File: src/hdl/meas_pkg.sv
// Shared constants and types of the sensor measurement control block.
package meas_pkg;

  localparam logic [7:0] STATUS_CTRL_ADDR = 8'h00;
  localparam logic [7:0] MODE_CTRL_ADDR   = 8'h04;

  localparam logic [7:0] STATUS_CTRL_RESET = 8'h00;
  localparam logic [7:0] MODE_CTRL_RESET   = 8'h00;

  localparam int ACQ_EN_POS    = 4;
  localparam int LP_DIRECT_POS = 3;
  localparam int DIRECT_EN_POS = 7;
  localparam int CAPTURE_POS   = 6;
  localparam int CHAN_HI_POS   = 5;
  localparam int CHAN_LO_POS   = 4;
  localparam int PARITY_POS    = 3;

  localparam logic [7:0] AUTO_SETTLE_CYCLES = 8'h20;
  localparam logic [7:0] LP_PERIOD_CYCLES   = 8'h40;
  localparam logic [7:0] CNT_STEP           = 8'h01;
  localparam logic [7:0] CNT_ZERO           = 8'h00;

  typedef enum logic [1:0] {
    CHAN_PRESSURE = 2'h0,
    CHAN_ACCEL1   = 2'h1,
    CHAN_ACCEL0   = 2'h2,
    CHAN_AUX      = 2'h3
  } chan_t;

  typedef enum logic [2:0] {
    AUTO_IDLE   = 3'h1,
    AUTO_SETTLE = 3'h2,
    AUTO_CONV   = 3'h4
  } auto_state_t;

  typedef enum logic [2:0] {
    LP_IDLE = 3'h1,
    LP_WAIT = 3'h2,
    LP_CONV = 3'h4
  } lp_state_t;

endpackage : meas_pkg

File: src/hdl/lp_trigger_fsm.sv
// Autonomous converter trigger pacing for the low-power direct mode.
module lp_trigger_fsm
  import meas_pkg::*;
(
  input  wire logic pclk,
  input  wire logic presetn,
  input  wire logic run,
  input  wire logic adc_done,
  output logic      trig
);

  lp_state_t  state_q;
  lp_state_t  state_d;
  logic [7:0] cnt_q;
  logic [7:0] cnt_d;
  logic       trig_d;

  wire period_end = (cnt_q == LP_PERIOD_CYCLES - CNT_STEP);

  // Each period ends in one trigger, then the machine waits for the conversion.
  always_comb begin
    state_d = state_q;
    cnt_d   = cnt_q;
    trig_d  = 1'b0;
    case (state_q)
      LP_IDLE: begin
        cnt_d = CNT_ZERO;
        if (run) begin
          state_d = LP_WAIT;
        end
      end
      LP_WAIT: begin
        cnt_d = cnt_q + CNT_STEP;
        if (!run) begin
          state_d = LP_IDLE;
        end else if (period_end) begin
          state_d = LP_CONV;
          trig_d  = 1'b1;
        end
      end
      LP_CONV: begin
        cnt_d = CNT_ZERO;
        if (!run) begin
          state_d = LP_IDLE;
        end else if (adc_done) begin
          state_d = LP_WAIT;
        end
      end
      default: begin
        state_d = LP_IDLE;
        cnt_d   = CNT_ZERO;
      end
    endcase
  end

  always_ff @(posedge pclk or negedge presetn) begin
    if (!presetn) begin
      state_q <= LP_IDLE;
      cnt_q   <= CNT_ZERO;
      trig    <= 1'b0;
    end else begin
      state_q <= state_d;
      cnt_q   <= cnt_d;
      trig    <= trig_d;
    end
  end

endmodule // lp_trigger_fsm

File: src/hdl/sensor_meas_control.sv
// Measurement control of the sensor interface with its APB register slave.

// How it works
// - Acquisition enable written 1 while idle powers the converter and starts a cycle.
// - Acquisition enable reads 1 during a measurement, 0 when complete or idle.
// - Low-power bit picks full-power direct mode or hardware-paced low-power mode.
// - Direct enable cannot be set during automatic acquisition, or while the low-power bit is set outside its entry window.
// - Setting direct enable starts measuring with no settling delay and no trigger.
// - Capture clears itself when the low-power bit falls.
// - Capture writes are ignored while automatic acquisition runs.
// - In direct mode capture written 1 triggers one conversion, then self-clears.
// - In low-power mode capture stays 1 while hardware issues triggers.
// - Channel field steers the multiplexer: pressure, accel 1, accel 0, auxiliary.
// - Parity fault flag reads 1 after a detected parity error, 0 after reset.
// - Mode control register resets to all zeros.
module sensor_meas_control
  import meas_pkg::*;
(
  input  wire logic        pclk,
  input  wire logic        presetn,
  input  wire logic [7:0]  paddr,
  input  wire logic        psel,
  input  wire logic        penable,
  input  wire logic        pwrite,
  input  wire logic [31:0] pwdata,
  input  wire logic [3:0]  pstrb,
  output logic      [31:0] prdata,
  output logic             pready,
  output logic             pslverr,
  output logic             c2v_power,
  output logic      [1:0]  chan_select,
  output logic             adc_trigger,
  input  wire logic        adc_done,
  input  wire logic        parity_error
);

  // One bit of a written byte, picked by its field position.
  function automatic logic field_bit(
    input logic [7:0] data,
    input int         pos
  );
    field_bit = data[pos];
  endfunction

  // A flag that hardware or a write sets and an event clears; the set wins a tie.
  function automatic logic set_clear(
    input logic set,
    input logic clr,
    input logic q
  );
    set_clear = set ? 1'b1 : (clr ? 1'b0 : q);
  endfunction

  // True when the bus address selects the register at the given offset.
  function automatic logic addr_hit(
    input logic [7:0] addr,
    input logic [7:0] offset
  );
    addr_hit = (addr == offset);
  endfunction

  // Status byte as software reads it; every other position reads 0.
  function automatic logic [7:0] pack_status(
    input logic acq,
    input logic low_power
  );
    logic [7:0] b;
    b                = 8'h00;
    b[ACQ_EN_POS]    = acq;
    b[LP_DIRECT_POS] = low_power;
    pack_status      = b;
  endfunction

  // Mode byte as software reads it; the reserved low bits read 0.
  function automatic logic [7:0] pack_mode(
    input logic       direct,
    input logic       capture,
    input logic [1:0] chan,
    input logic       parity
  );
    logic [7:0] b;
    b                          = 8'h00;
    b[DIRECT_EN_POS]           = direct;
    b[CAPTURE_POS]             = capture;
    b[CHAN_HI_POS:CHAN_LO_POS] = chan;
    b[PARITY_POS]              = parity;
    pack_mode                  = b;
  endfunction

  // Read data of the selected register; an unmapped address reads 0.
  function automatic logic [7:0] read_select(
    input logic       sel_status,
    input logic       sel_mode,
    input logic [7:0] status_byte,
    input logic [7:0] mode_byte
  );
    read_select = 8'h00;
    if (sel_status) begin
      read_select = status_byte;
    end else if (sel_mode) begin
      read_select = mode_byte;
    end
  endfunction

  logic        sen_q;
  logic        sen_d;
  logic        low_power_direct_bit_q;
  logic        low_power_direct_bit_d;
  logic        direct_q;
  logic        direct_d;
  logic        capture_q;
  logic        capture_d;
  logic [1:0]  chan_q;
  logic [1:0]  chan_d;
  logic        parity_q;
  logic        parity_d;
  logic        lp_entry_q;
  logic        lp_entry_d;
  logic        c2v_q;
  logic        trig_q;
  logic        trig_d;
  logic [31:0] prdata_q;
  auto_state_t auto_q;
  auto_state_t auto_d;
  logic [7:0]  settle_q;
  logic [7:0]  settle_d;
  logic        auto_trig;
  logic        lp_trig;

  // Bus decode.
  wire         setup_phase  = psel & ~penable;
  wire         access_phase = psel & penable;
  wire         hit_status   = addr_hit(paddr, STATUS_CTRL_ADDR);
  wire         hit_mode     = addr_hit(paddr, MODE_CTRL_ADDR);
  wire         mapped       = hit_status | hit_mode;
  wire         wr_en        = access_phase & pwrite & pstrb[0] & mapped;
  wire         wr_status    = wr_en & hit_status;
  wire         wr_mode      = wr_en & hit_mode;
  wire [7:0]   wdat         = pwdata[7:0];

  wire         w_sen        = field_bit(wdat, ACQ_EN_POS);
  wire         w_low_power_direct_bit       = field_bit(wdat, LP_DIRECT_POS);
  wire         w_direct     = field_bit(wdat, DIRECT_EN_POS);
  wire         w_capture    = field_bit(wdat, CAPTURE_POS);
  wire         w_parity     = field_bit(wdat, PARITY_POS);
  wire [1:0]   w_chan       = wdat[CHAN_HI_POS:CHAN_LO_POS];

  // Interface state.
  wire         iface_idle   = ~sen_q & ~direct_q & ~low_power_direct_bit_q;
  wire         sen_start    = wr_status & w_sen & iface_idle;
  wire         auto_done    = (auto_q == AUTO_CONV) & adc_done;
  wire         settle_end   = (settle_q == AUTO_SETTLE_CYCLES - CNT_STEP);

  // The low-power bit blocks direct enable except right after it was raised.
  wire         direct_ok    = ~sen_q & (~low_power_direct_bit_q | lp_entry_q);
  wire         lp_arm       = wr_status & w_low_power_direct_bit & ~low_power_direct_bit_q;
  wire         low_power_direct_bit_fall    = wr_status & ~w_low_power_direct_bit & low_power_direct_bit_q;

  // Capture writes count only in direct mode and never during auto mode.
  wire         cap_wr1      = wr_mode & w_capture & direct_q & ~sen_q;
  wire         full_direct  = direct_q & ~low_power_direct_bit_q;
  wire         direct_trig  = cap_wr1 & ~low_power_direct_bit_q & ~capture_q;
  wire         direct_clr   = full_direct & capture_q & adc_done;
  wire         capture_clr  = direct_clr | low_power_direct_bit_fall;
  wire         lp_run       = direct_q & low_power_direct_bit_q & capture_q;

  // A pacer trigger that lands after the mode was left is dropped.
  wire         lp_trig_ok   = lp_trig & lp_run;

  wire [7:0]   status_rd    = pack_status(sen_q, low_power_direct_bit_q);
  wire [7:0]   mode_rd      = pack_mode(direct_q, capture_q, chan_q, parity_q);
  wire [7:0]   rd_byte      = read_select(hit_status, hit_mode, status_rd, mode_rd);

  // Acquisition enable is set by software and cleared by the end of the cycle.
  assign sen_d      = set_clear(sen_start, auto_done, sen_q);
  assign low_power_direct_bit_d     = wr_status ? w_low_power_direct_bit : low_power_direct_bit_q;
  assign lp_entry_d = set_clear(lp_arm, wr_mode | low_power_direct_bit_fall, lp_entry_q);
  assign direct_d   = wr_mode ? (w_direct & (direct_q | direct_ok)) : direct_q;
  assign capture_d  = set_clear(cap_wr1, capture_clr, capture_q);
  assign chan_d     = wr_mode ? w_chan : chan_q;

  // A fault arriving with a clearing write is kept.
  assign parity_d   = set_clear(parity_error, wr_mode & w_parity, parity_q);
  assign trig_d     = auto_trig | direct_trig | lp_trig_ok;

  // Automatic acquisition: settle the front end, trigger once, wait for the result.
  always_comb begin
    auto_d    = auto_q;
    settle_d  = settle_q;
    auto_trig = 1'b0;
    case (auto_q)
      AUTO_IDLE: begin
        settle_d = CNT_ZERO;
        if (sen_start) begin
          auto_d = AUTO_SETTLE;
        end
      end
      AUTO_SETTLE: begin
        settle_d = settle_q + CNT_STEP;
        if (settle_end) begin
          auto_d    = AUTO_CONV;
          auto_trig = 1'b1;
        end
      end
      AUTO_CONV: begin
        settle_d = CNT_ZERO;
        if (adc_done) begin
          auto_d = AUTO_IDLE;
        end
      end
      default: begin
        auto_d   = AUTO_IDLE;
        settle_d = CNT_ZERO;
      end
    endcase
  end

  always_ff @(posedge pclk or negedge presetn) begin
    if (!presetn) begin
      auto_q <= AUTO_IDLE;
    end else begin
      auto_q <= auto_d;
    end
  end

  always_ff @(posedge pclk or negedge presetn) begin
    if (!presetn) begin
      settle_q <= CNT_ZERO;
    end else begin
      settle_q <= settle_d;
    end
  end

  always_ff @(posedge pclk or negedge presetn) begin
    if (!presetn) begin
      sen_q <= STATUS_CTRL_RESET[ACQ_EN_POS];
    end else begin
      sen_q <= sen_d;
    end
  end

  always_ff @(posedge pclk or negedge presetn) begin
    if (!presetn) begin
      low_power_direct_bit_q <= STATUS_CTRL_RESET[LP_DIRECT_POS];
    end else begin
      low_power_direct_bit_q <= low_power_direct_bit_d;
    end
  end

  // The entry window opens when the low-power bit rises; the next mode write closes it.
  always_ff @(posedge pclk or negedge presetn) begin
    if (!presetn) begin
      lp_entry_q <= 1'b0;
    end else begin
      lp_entry_q <= lp_entry_d;
    end
  end

  always_ff @(posedge pclk or negedge presetn) begin
    if (!presetn) begin
      direct_q <= MODE_CTRL_RESET[DIRECT_EN_POS];
    end else begin
      direct_q <= direct_d;
    end
  end

  always_ff @(posedge pclk or negedge presetn) begin
    if (!presetn) begin
      capture_q <= MODE_CTRL_RESET[CAPTURE_POS];
    end else begin
      capture_q <= capture_d;
    end
  end

  always_ff @(posedge pclk or negedge presetn) begin
    if (!presetn) begin
      chan_q <= MODE_CTRL_RESET[CHAN_HI_POS:CHAN_LO_POS];
    end else begin
      chan_q <= chan_d;
    end
  end

  // The parity flag is kept until software clears it.
  always_ff @(posedge pclk or negedge presetn) begin
    if (!presetn) begin
      parity_q <= MODE_CTRL_RESET[PARITY_POS];
    end else begin
      parity_q <= parity_d;
    end
  end

  // The converter is powered while an automatic or direct measurement is underway.
  // It also stays on with every trigger, so no conversion starts unpowered.
  always_ff @(posedge pclk or negedge presetn) begin
    if (!presetn) begin
      c2v_q <= 1'b0;
    end else begin
      c2v_q <= sen_d | direct_d | trig_d;
    end
  end

  // The converter trigger leaves on a flop, one clock after its source.
  always_ff @(posedge pclk or negedge presetn) begin
    if (!presetn) begin
      trig_q <= 1'b0;
    end else begin
      trig_q <= trig_d;
    end
  end

  // Read data is captured in the setup cycle and stands through the access phase.
  always_ff @(posedge pclk or negedge presetn) begin
    if (!presetn) begin
      prdata_q <= 32'h0000_0000;
    end else if (setup_phase) begin
      prdata_q <= {24'h00_0000, rd_byte};
    end
  end

  lp_trigger_fsm u_lp_trigger (
    .pclk     (pclk),
    .presetn  (presetn),
    .run      (lp_run),
    .adc_done (adc_done),
    .trig     (lp_trig)
  );

  assign prdata      = prdata_q;
  // Zero wait states; only an unmapped address is refused.
  assign pready      = 1'b1;
  assign pslverr     = access_phase & ~mapped;
  assign c2v_power   = c2v_q;
  assign chan_select = chan_q;
  assign adc_trigger = trig_q;

endmodule // sensor_meas_control

File: config.mk
export PLATFORM = sky130hd
export DESIGN_NAME = sensor_meas_control
export DESIGN_NICKNAME = d
export VERILOG_FILES = /design/src/hdl/meas_pkg.sv /design/src/hdl/lp_trigger_fsm.sv /design/src/hdl/sensor_meas_control.sv
export SDC_FILE = /design/constraint.sdc
export NUM_CORES = 1
export LEC_CHECK = 0
export ABC_AREA = 1
export BUFFER_PORTS_ARGS = -buffer_cell sky130_fd_sc_hd__clkbuf_2
export CAP_MARGIN = 20
export CORE_MARGIN = 5
export CORE_UTILIZATION = 40
export DETAILED_ROUTE_END_ITERATION = 7
export PLACE_DENSITY = 0.79
export SLEW_MARGIN = 40
export SYNTH_ARGS = -nofsm -noshare
export SYNTH_HDL_FRONTEND = slang
export SYNTH_HIERARCHICAL = 1
export SYNTH_SLANG_ARGS = --single-unit
File: constraint.sdc
create_clock -name pclk -period 1.36 [get_ports pclk]
set_input_delay 0.272 -clock pclk [delete_from_list [all_inputs] [get_ports pclk]]
set_output_delay 0.272 -clock pclk [all_outputs]
set_load 0.03 [all_outputs]
==> qor.yml <==
grt:
  antenna_found_initial: 0
  grt-ovfl-total: 0
  grt_pass1_vias: 1706
  grt_pass1_wl_um: 7148
  grt_usage_pct: 12.44
  grt_max_degree: 39
placed_design:
  place_congestion: 0.8323
  place_area_um2: 2352
  portBuffers: 30
  dp_hpwl_um: 3111
sta:
  fin_crit_sh_pct: 90.89
  finalHoldViolations: 0
  finalMaxSlewViolations: 0
  fmax_mhz: 809.0
  period_needed_ns: 1.236
  skew_ns: 0.01149
  finalSetupViolations: 0
cts:
  cts_made_buffers: 5
  clkSinkCount: 38
  cts_setup_buffers: 0
  ctsLongestPathBuffers: 2
  cts_tree: "done"
  h-tree-depth: 2
  clk_pin_slew_ns: 0.08
  clk_latency_ns: 0.30
  clk_root_buffer_cell: "clkbuf_8"
run_status:
  outcome: "finished clean"
critical_path:
  regToRegSetupSlack_ns: 0.12
  crit_start: "settle_q[1]$_DFF_PN0_"
  arrival_ns: 1.45
  r2r_cells: 6
  endpoint: "auto_q[0]$_DFFE_PN1P_"
  cp-end-kind: "flop"
  r2r_start: "settle_q[1]$_DFF_PN0_"
  start_kind: "flop"
  reg2reg_to: "auto_q[0]$_DFFE_PN1P_"
  crit_fanout: 3
  worst_ep_required_time_ns: 1.58
  path_class: "flop to flop"
layout:
  diodes: 0
  area_delta_synth_final_pct: 17.96
  nets: 361
  final_cell_area_um2: 2531
  drive_above_1_share_pct: 27.51
  fin_util_pct: 48.94
route:
  drt-initial-drc-count: 95
  detail_route.wl_per_cell_um: 10.83
  ant_nets: 0
  vias_per_cell: 4.528
  num_vias: 1716
  detail_route.wirelength_um: 4103
  firstDrtPassIters: 4
  post-route-drc-count: 0
floorplan:
  die_w_um: 83.24
  die_h_um: 83.24
  ios: 89
  die-area_um2: 6929
  fp-row-count: 26
  core-area_um2: 5172
  start_util_pct: 41.49
logic_synthesis:
  synthAdderAreaFrac_pct: 1.166
  syn_avg_cell_area_um2: 8.159
  ys_types: 27
  synth_top_family_by_area: "simple AND/OR/NAND/NOR gates"
  muxShareOfSynthArea_pct: 0
  seq_area_frac_synth_pct: 44.43
  syn_inst: 263
  synth_xor_xnor_area_share_pct: 0
  synthSimpleGateAreaFrac_pct: 30.50
  yosys_warnings: 6
  synth_compound_area_share_pct: 7.464
  ys_seq_elements: 38
  synthesis.area_um2: 2146
power_and_ir_drop:
  power_density_nw_per_um2: 1094
  vdd_drop_max_mv: 0.3860
  p_leak_uw: 0.001261
hold_path:
  hp-class: "primary input to flop"
flow_run:
  maxCapViolations: 0
## timing repair
item,in CTS,in global routing
setup endpoints to repair,0,5
hold buffers,1,0
endpoints found under the hold margin,36,0
resized for setup,0,9
## layout make-up
| type | count | area, µm² |
|---|---|---|
| clock buffers | 6 | 82.58 |
| fillers | 478 | 2641 |
| well taps | 70 | 87.58 |
| inverters | 33 | 123.9 |
| clock inverters | 2 | 60.06 |
| flip-flops and latches | 38 | 954.7 |
| multi-input cells | 189 | 974.7 |
| repair buffers | 41 | 247.7 |
## worst min path at each step
stage / from / endpoint / slack, ns / depth (start not counted)
2_1_floorplan: presetn / adc_trigger$_DFF_PN0_ / -0.02 / 0
3_3_place_gp: presetn / settle_q[4]$_DFF_PN0_ / 0.26 / 2
3_5_place_dp: presetn / settle_q[3]$_DFF_PN0_ / 0.26 / 2
6_report: parity_error / parity_q$_DFFE_PN0P_ / 0.15 / 3
4_1_cts: parity_error / parity_q$_DFFE_PN0P_ / 0.15 / 3
5_1_grt: parity_error / parity_q$_DFFE_PN0P_ / 0.17 / 3
## routing by layer
metal / wire, µm / global-route usage, % / vias up
met1: 1681 / 13.34 / 790
met2: 2024 / 22.30 / 51
met4: 99 / 6.984 / 0
met3: 297 / 2.871 / 8
met5: 0 / 0 / -
li1: - / - / 867
## report_power, final
| part | internal [µW] | switching (µW) |
|---|---|---|
| Combinational | 97.8 | 276 |
| Sequential | 1180 | 32.3 |
| Clock | 782 | 404 |
## critical path: stages (launching register included)
cell,delay [ns]
dfrtp_1,0.36
ha_2,0.21
nand3_2,0.10
buf_4,0.15
nor2_1,0.09
nor2_1,0.05
o31ai_2,0.21
## layout by cell type, fill, tap and decap left out, drive strengths merged, types with 5 or more instances in the layout
master / synthesis / layout
clkbuf: 0 / 36
o21ai: 15 / 15
nand2: 50 / 50
buf: 29 / 10
inv: 33 / 33
nand3: 22 / 22
nor3: 5 / 5
conb: 2 / 28
nand4: 6 / 6
nor2: 44 / 44
a21oi: 14 / 14
dfrtp: 36 / 36
## synth_stat cells (all sizes together)
library cell  instances  area share [%]
o21ai                15             3.5
buf                  29              10
nor3                  5             1.6
nand4                 6             2.4
o31ai                 1            0.35
nand2                50             9.6
dfrtp                36              42
dfstp                 2             2.4
a21oi                14             3.3
conb                  2            0.35
nand3b                1            0.35
ha                    2             1.2
nor2                 44              11
inv                  33             5.8
o21a                  1            0.35
nand3                22             5.9
## cell families after synthesis
group                      Yosys count
buffers and inverters               62
and+or+nand+nor                    128
DFF                                 38
adders and majority gates            2
AOI/OAI and AO/OA                   31
other                                2
## state kept, by name, summed over array words and instances, names as in the netlist
signal and cells:
u_lp_trigger/cnt_q 8, low_power_direct_bit_q 1, direct_q 1, capture_q 1, lp_entry_q 1, c2v_power 1, settle_q 8, prdata 5
auto_q 3, u_lp_trigger/trig 1, chan_select 2, parity_q 1, adc_trigger 1, sen_q 1, u_lp_trigger/state_q 3
## per-stage QoR
step                total power (µW)  instances  setup TNS [ns]  setup WS (ns)  hold WS (ns)
finish                          2769        379               0         0.1238        0.1488
global route                    2877        379       -0.008120      -0.008120        0.1676
CTS                             2788        379               0        0.04235        0.1493
detailed placement              1600        370               0        0.05054        0.2572
global placement                1590        370               0        0.06721        0.2567
floorplan                       1555        289               0         0.1016      -0.02359
Power figures use the tool's default switching activity.
